`src/rtl/sbsc_pkg.sv`:
```
// Package: constants, modes and carriers for the burst memory control logic
// Contract
// - Order select low: linear upward burst modulo four
// - Order select high: start XOR step, wraps fifth
// - Deselect mode low dual, high single cycle
// - Unconnected defaults: pipelined, single deselect, active, parity
// - Sleep low active, sleep high standby power-down
// - Parity enable low uses ninth bits, high disables
// - Global write all bytes, byte write enabled lanes
// - Write flag true on global or byte write
// - Reads drive all lanes, writes float data
// - Lanes c and d only in wide organisation
// - Deselect, power down, float on disabled strobe cases
// - Enabled with processor strobe: load, read burst
// - Enabled controller strobe: load, burst by write flag
// - Strobes high, advance low: next burst address
// - Strobes high, advance high: hold, repeat access
// - Output enable high disables drivers, low gates reads
// - Two low address bits preset the counter
// - Dummy read advances counter like normal read
package sbsc_pkg;
    localparam int LANE_BITS = 9;
    localparam logic [1:0] BURST_ZERO = 2'h0;
    localparam logic [1:0] BURST_ONE  = 2'h1;
    typedef enum logic [1:0] {SBSC_IDLE, SBSC_READ, SBSC_WRITE} sbsc_op_type;
    typedef struct packed {
        logic chip_en1_n;
        logic chip_en2;
        logic chip_en3_n;
        logic proc_addr_strobe_n;
        logic ctrl_addr_strobe_n;
        logic burst_advance_n;
        logic global_write_n;
        logic byte_write_n;
    } sbsc_ctl_type;
    typedef struct packed {
        logic burst_order_sel_n;
        logic flow_through_sel_n;
        logic sleep_ctl;
        logic deselect_mode_sel;
        logic drive_strength_sel;
        logic parity_lane_en_n;
    } sbsc_mode_type;
endpackage

```
`src/rtl/sbsc_control.sv`:
```
// Synchronous burst memory control: decode, burst counter, write and drive
//
// Design decisions made here: the address-and-strobe port and the address map.
`timescale 1ns/1ns
module sbsc_control #(
    parameter int LANES     = 4,
    parameter int ADDR_BITS = 18
) (
    // Clock, reset, enable
    input  wire logic                          clk,
    input  wire logic                          reset_n,
    input  wire logic                          clk_en,
    // Bus controls and mode straps
    input  wire sbsc_pkg::sbsc_ctl_type        ctl,
    input  wire sbsc_pkg::sbsc_mode_type       mode,
    input  wire logic [ADDR_BITS-1:0]          addr_in,
    input  wire logic [LANES-1:0]              byte_en_n,
    input  wire logic                          out_en_n,
    // Array side
    output logic [ADDR_BITS-1:0]               mem_addr,
    output logic                               mem_rd,
    output logic                               mem_wr,
    output logic [LANES-1:0]                   mem_lane_we,
    output logic [LANES-1:0]                   lane_active,
    output logic                               parity_active,
    output logic                               standby,
    output logic                               low_drive,
    // Data pin drive
    output logic                               data_oe_n
);
    typedef struct packed {
        logic [ADDR_BITS-1:0] base;
        logic [1:0]           start;
        logic [1:0]           step;
        logic [ADDR_BITS-1:0] addr;
        logic                 rd;
        logic                 wr;
        logic [LANES-1:0]     lane_we;
        logic [LANES-1:0]     lane_act;
        logic                 par;
        logic                 sby;
        logic                 lowd;
        logic                 drv1;
        logic                 drv2;
        logic                 oe_n;
    } sbsc_state_type;

    sbsc_state_type state_reg;
    sbsc_state_type state_next;
    logic           write_flag;
    logic           enabled;
    logic           deselect;
    logic           load;
    logic           access;
    logic           drive_src;
    logic [1:0]     step_now;

    // Burst address from start and step in the chosen order
    function automatic logic [1:0] burst_addr(input logic [1:0] st,
                                             input logic [1:0] sp,
                                             input logic       inter);
        logic [1:0] r;
        r = inter ? (st ^ sp) : 2'(st + sp);
        return r;
    endfunction

    // Decode of the synchronous controls
    always_comb begin
        write_flag = !ctl.global_write_n || !ctl.byte_write_n;
        enabled = !ctl.chip_en1_n && ctl.chip_en2 && !ctl.chip_en3_n;
        deselect = (ctl.chip_en1_n && !ctl.ctrl_addr_strobe_n) ||
                   (!ctl.chip_en1_n && (!ctl.chip_en2 || ctl.chip_en3_n) &&
                    (!ctl.proc_addr_strobe_n ||
                     !ctl.ctrl_addr_strobe_n));
        load = enabled && (!ctl.proc_addr_strobe_n ||
                           !ctl.ctrl_addr_strobe_n);
        access = load || (ctl.ctrl_addr_strobe_n &&
                 (ctl.proc_addr_strobe_n || ctl.chip_en1_n));
    end

    // Next state of the whole block
    always_comb begin
        state_next = state_reg;
        step_now = state_reg.step;
        state_next.rd = 1'b0;
        state_next.wr = 1'b0;
        state_next.lane_we = '0;
        if (load) begin
            state_next.base = addr_in;
            state_next.start = addr_in[1:0];
            state_next.step = sbsc_pkg::BURST_ZERO;
            step_now = sbsc_pkg::BURST_ZERO;
        end else if (access && !ctl.burst_advance_n) begin
            step_now = 2'(state_reg.step + sbsc_pkg::BURST_ONE);
            state_next.step = step_now;
        end
        // Holding the step repeats the current address
        if (access && !deselect) begin
            state_next.addr = {state_next.base[ADDR_BITS-1:2],
                burst_addr(state_next.start, step_now,
                           mode.burst_order_sel_n)};
            if (write_flag && !(load && !ctl.proc_addr_strobe_n)) begin
                state_next.wr = 1'b1;
                state_next.lane_we = !ctl.global_write_n ? '1 :
                                     ~byte_en_n;
            end else begin
                state_next.rd = 1'b1;
            end
        end
        // Lane c and d exist only in the wide organisation
        state_next.lane_we = state_next.lane_we &
                             ((LANES > 2) ? '1 : LANES'(2'h3));
        state_next.lane_act = (LANES > 2) ? '1 : LANES'(2'h3);
        state_next.par = !mode.parity_lane_en_n;
        state_next.sby = mode.sleep_ctl;
        state_next.lowd = mode.drive_strength_sel;
        // Drive pipeline: dual deselect holds drive one stage longer
        drive_src = state_next.rd && !mode.sleep_ctl;
        state_next.drv1 = drive_src;
        state_next.drv2 = state_reg.drv1;
        if (!mode.flow_through_sel_n) begin
            state_next.oe_n = !(drive_src ||
                (!mode.deselect_mode_sel && state_reg.drv1));
        end else begin
            state_next.oe_n = !(state_reg.drv1 ||
                (!mode.deselect_mode_sel && state_reg.drv2));
        end
        // Writes keep the data pins floating even behind a read
        state_next.oe_n = state_next.oe_n || out_en_n ||
                          state_next.wr;
    end

    // State register
    always_ff @(posedge clk or negedge reset_n) begin
        if (!reset_n) begin
            state_reg <= '0;
            state_reg.oe_n <= 1'b1;
        end else if (clk_en) begin
            state_reg <= state_next;
        end
    end

    // Outputs straight from the register
    always_comb begin
        mem_addr = state_reg.addr;
        mem_rd = state_reg.rd;
        mem_wr = state_reg.wr;
        mem_lane_we = state_reg.lane_we;
        lane_active = state_reg.lane_act;
        parity_active = state_reg.par;
        standby = state_reg.sby;
        low_drive = state_reg.lowd;
        data_oe_n = state_reg.oe_n;
    end
endmodule

```
`config.mk`:
```
export PLATFORM = sky130hd
export DESIGN_NAME = sbsc_control
export DESIGN_NICKNAME = d
export VERILOG_FILES = /design/src/rtl/sbsc_pkg.sv /design/src/rtl/sbsc_control.sv
export SDC_FILE = /design/constraint.sdc
export NUM_CORES = 1
export LEC_CHECK = 0
export BUFFER_PORTS_ARGS = -buffer_cell sky130_fd_sc_hd__buf_2
export CORE_MARGIN = 1
export CORE_UTILIZATION = 35
export CTS_CLUSTER_SIZE = 8
export DETAILED_ROUTE_END_ITERATION = 12
export GPL_TIMING_DRIVEN = 1
export HOLD_SLACK_MARGIN = 0.15
export SYNTH_ARGS = -nofsm -noshare
export SYNTH_HDL_FRONTEND = slang
export SYNTH_SLANG_ARGS = --single-unit
```
`constraint.sdc`:
```
create_clock -name clk -period 1.8 [get_ports clk]
set_clock_uncertainty 0.1 [all_clocks]
set_input_delay 0.18 -clock clk [delete_from_list [all_inputs] [get_ports clk]]
set_output_delay 0.18 -clock clk [all_outputs]
set_load 0.02 [all_outputs]
```
# Word level (Yosys, flattened, before mapping)
# Cells that the tools add are included.
# W data, S select, Z words.
[op_classes]
add_sub_neg = 2
muxes = 9
n_bitwise = 2
n_reduce_logical = 41
[ops]
columns = ["cell", "count"]
rows = [
  ["$mux W20", 1],
  ["$logic_not A1 Y1", 15],
  ["$logic_and A1 B1 Y1", 14],
  ["$logic_or A1 B1 Y1", 10],
  ["$mux W2", 3],
  ["$mux W6", 1],
  ["$mux W5", 1],
  ["$mux W4", 1],
  ["$not A4 Y4", 1],
  ["$reduce_and A2 Y1", 2],
  ["$add A2 B1 Y2 const B", 1],
  ["$add A2 B2 Y2", 1],
  ["$mux W1", 2],
  ["$xor A2 B2 Y2", 1],
]
[word_totals]
regBits = 53
input_bits = 40
wordCells = 69

# Depth between registers and ports, before layout
[depth]
ltp_word = 15
mapped_depth = 11

# Worst setup path before layout
# Ideal clock, no wire load.
[synth_path]
path_kind = "input -> register"
startpoint = "input ctl[7] (netlist bit)"
endpoint = "register state_reg, in the netlist mem_addr[1]"
setup_ns = 0.123
t_arrival_ns = 1.955
path_slack_ns = -0.378
stages = 11
n_path_buf = 1
path_cell_list = "or3b_1 buf_6 a21oi_1 xnor2_1 nor2_1 ha_1 nand2b_1 a211oi_1 nor4b_1 xnor2_1 o21ai_1"
[synth_lines]
columns = ["item", "line_no", "source"]
rows = [
  ["from (decl)", "sbsc_control.sv:14", "input wire sbsc_pkg::sbsc_ctl_type ctl,"],
  ["to (signal assigned)", "sbsc_control.sv:139", "state_reg <= state_next;"],
  ["to (decl)", "sbsc_control.sv:48", "sbsc_state_type state_reg;"],
]

==> key figures <==
Outcome
  – Status: complete, but fails checks
  – Failing checks: setup timing

Yosys
  – Post-synthesis sequential area ratio: 50.35%
  – Cell count after synthesis: 227
  – YS warnings: 0
  – Post-synth EDFFs: 0
  – Avg Cell Area, Syn: 11.18 um2
  – Yosys cell types: 35
  – Synth Cell Area: 2537 um2
  – Syn nets: 268
  – #FFs+latches synth: 51
  – Main synth FF type: dfrtp_1
  – Post-synthesis async set-or-reset flop share: 100.0%

Setup path
  – WP depth: 10
  – Worst Setup End Kind: register
  – Reg-to-reg endpoint: mem_addr[1]
  – CP Max Fanout: 2
  – Crit Path Class: input port to register
  – Worst EP arrival: 1.96 ns
  – CP Launch Type: input port
  – Critical Path Sink: mem_addr[1]
  – CP Data Required Time: 1.89 ns
  – CP most frequent cell: xnor2_1
  – Worst path top cell family by delay: compound AO/OA/AOI/OAI gates
  – Cell depth of the worst flop-to-flop path: 8
  – CP max stage delay: 0.40 ns
  – Critical path's slowest cell: or3b_4
  – Worst-path cell chain: buf_6 > or3b_4 > a21oi_2 > xnor2_1 > nor2_1 > ha_2 > a221oi_1 > nor4b_2 > xnor2_1 > o21ai_1
  – R2r setup slk: 0.04 ns
  – Reg2reg start: state_reg[34]
  – Worst Path Buf+Inv: 1
  – Critical Path Source: ctl[5]

Clock network
  – H-Tree Depth: 2
  – Root Buffer: clkbuf_8
  – CTS tree: done
  – Clock-pin slew on the worst setup and hold paths: 0.09 ns
  – Worst-case clock buffer depth: 2
  – Cts bufs inserted: 5
  – Sinks on the clock net: 51
  – Clock Latency Late Sink: 0.30 ns

Pwr
  – Clk pwr share: 21.4%
  – P_sw: 1.030 mW
  – Pwr/cell area: 961.6 nW/um2
  – Leak Pwr: 1.738 nW
  – Share of power burned in registers: 47.3%
  – Switch share: 31.70%
  – Combinational power share: 31.3%
  – VDD IR max: 0.3275 mV
  – Pint: 2.219 mW

Placement
  – DP Area: 2935 um2
  – Placer Congestion: 0.7753
  – Port bufs: 71
  – Dpl hpwl: 3.597 mm
  – Pre-CTS WS: -0.4470 ns

Layout
  – Area occupied by registers: 1277 um2
  – Most frequent cells in the layout: buf_2 (69), dfrtp_1 (50), dlygate4sd3_1 (30)
  – Layout cell share with drive strength beyond 1: 41.12%
  – Finished Cell Area: 3378 um2
  – Commonest non-fill, non-tap cell in the layout: buf_2
  – Antenna Cells: 0
  – Area of the multi-input gates: 1010 um2
  – # fillers: 668
  – Layout Nets: 361
  – Number of flip-flops in the largest register: 21
  – Area grow syn2layout: 33.14%
  – Final core occ: 48.91%

Die
  – Initial Util: 36.74%
  – Core ar.: 6907 um2
  – Floorplan die width: 87.15 um
  – # rows: 30
  – # IOs: 72
  – Die Y: 87.15 um
  – Die area: 7594 um2

Global route
  – Largest net degree at the start of global routing: 24
  – First-pass GRT wire length: 9.066 mm
  – Vias in the first global route: 1947
  – Tot GR Track Use: 15.31%
  – Initial antenna violation count: 0
  – GRT overflow: 0

STA
  – Slew @ Worst Pin: 0.3826 ns
  – Endpoints failing hold: 0
  – Worst setup margin: -0.07372 ns
  – Endpoints failing setup: 1
  – Fmax: 533.7 MHz
  – Minimum clock period: 1.874 ns
  – RSZ-0062 raised after global routing: yes
  – Fin crit share: 104.1%
  – Fin. max-slew vios: 0
  – Slew margin rel.: 74.49%

Detailed routing
  – DR DRC count: 0
  – Starting DRT DRC Count: 57
  – Via count: 1888
  – Avg WL per Cell: 12.80 um
  – Pre-antenna DRT Iters: 4
  – Vias per cell: 4.528
  – Total Wirelength: 5.337 mm
  – Routed Antenna Nets: 0

Worst hold path
  – HP Class: input port to register

Job
  – Max-Cap Viols: 0
## cells in the mapped netlist, types with 4 or more instances
cell type  number  area [um2]
inv_1          13       48.80
o21ai_0        26       130.1
a21oi_1         6       30.03
a21o_1          4       30.03
mux2_4         10       150.1
buf_4          26       195.2
mux2i_1        19       190.2
nand2_1        25       93.84
mux2_2         12       135.1
dfrtp_1        50        1251
## power by group through the flow
stage	combinational, mW	sequential, mW	clock [mW]
2_1_floorplan	0.783	1.55	0
3_3_place_gp	0.939	1.55	0
3_5_place_dp	0.956	1.56	0
4_1_cts	1.03	1.54	0.727
5_1_grt	1.14	1.57	0.777
6_report	1.02	1.54	0.695
## tightest hold or removal path, delay by kind of cell
family / cells / cell delay [ns]
compound gates: 2 / 0.28
buf+inv: 1 / 0.10
## worst min-delay path by stage
stage	startpoint	endpoint	slack (ns)	depth (start not counted)
after floorplan	reset_n	lane_active[0]	-0.22	0
after detailed placement	reset_n	parity_active	0.02	1
after CTS	addr_in[0]	state_reg[36]	0.16	4
after global placement	reset_n	parity_active	0.02	1
after global routing	addr_in[0]	state_reg[36]	0.20	4
final	mode[2]	data_oe_n	0.16	3
## logic make-up after synthesis
family,count (synthesis),synth area share [%]
compound gates,43,9.912
flops,51,50.35
simple gates,42,8.284
buf+inv,47,11.54
xor+xnor,2,0.6905
mux,41,18.74
fa+ha+maj,1,0.4930
## final cells by class
| class | instances | area share, % |
|---|---|---|
| clock buffer | 7 | 2.556 |
| timing repair buffer | 120 | 24.48 |
| tap | 96 | 3.556 |
| multi-input combinational | 129 | 29.89 |
| sequential | 51 | 37.81 |
| clock inverter | 1 | 0.2593 |
| inverter | 13 | 1.444 |
## repair_timing
| item | CTS | global route |
|---|---|---|
| setup buffers | 0 | 1 |
| hold buffers | 30 | 0 |
| endpoints found under the setup margin | 1 | 1 |
| resized for setup | 7 | 1 |
| endpoints found under the hold margin | 94 | 0 |
| pin swaps | 10 | 10 |
## stage by stage
stage                     hold slack (ns)  total power [mW]  std cells  setup TNS (ns)
after floorplan                   -0.2156             2.329        227         -0.2821
after global placement            0.01950             2.486        378          -3.089
after detailed placement          0.02067             2.514        378          -2.888
after CTS                          0.1555             3.290        416        -0.04935
after global routing               0.2007             3.489        417         -0.1642
final                              0.1638             3.249        417        -0.07372
## metal layers
layer | track usage [%] | up-vias | wire, um
li1 | - | 934 | -
met1 | 19.87 | 912 | 2479
met2 | 26.56 | 38 | 2647
met3 | 2.464 | 4 | 154
met4 | 4.024 | 0 | 55
met5 | 0 | - | 0
Power figures use the tool's default switching activity.
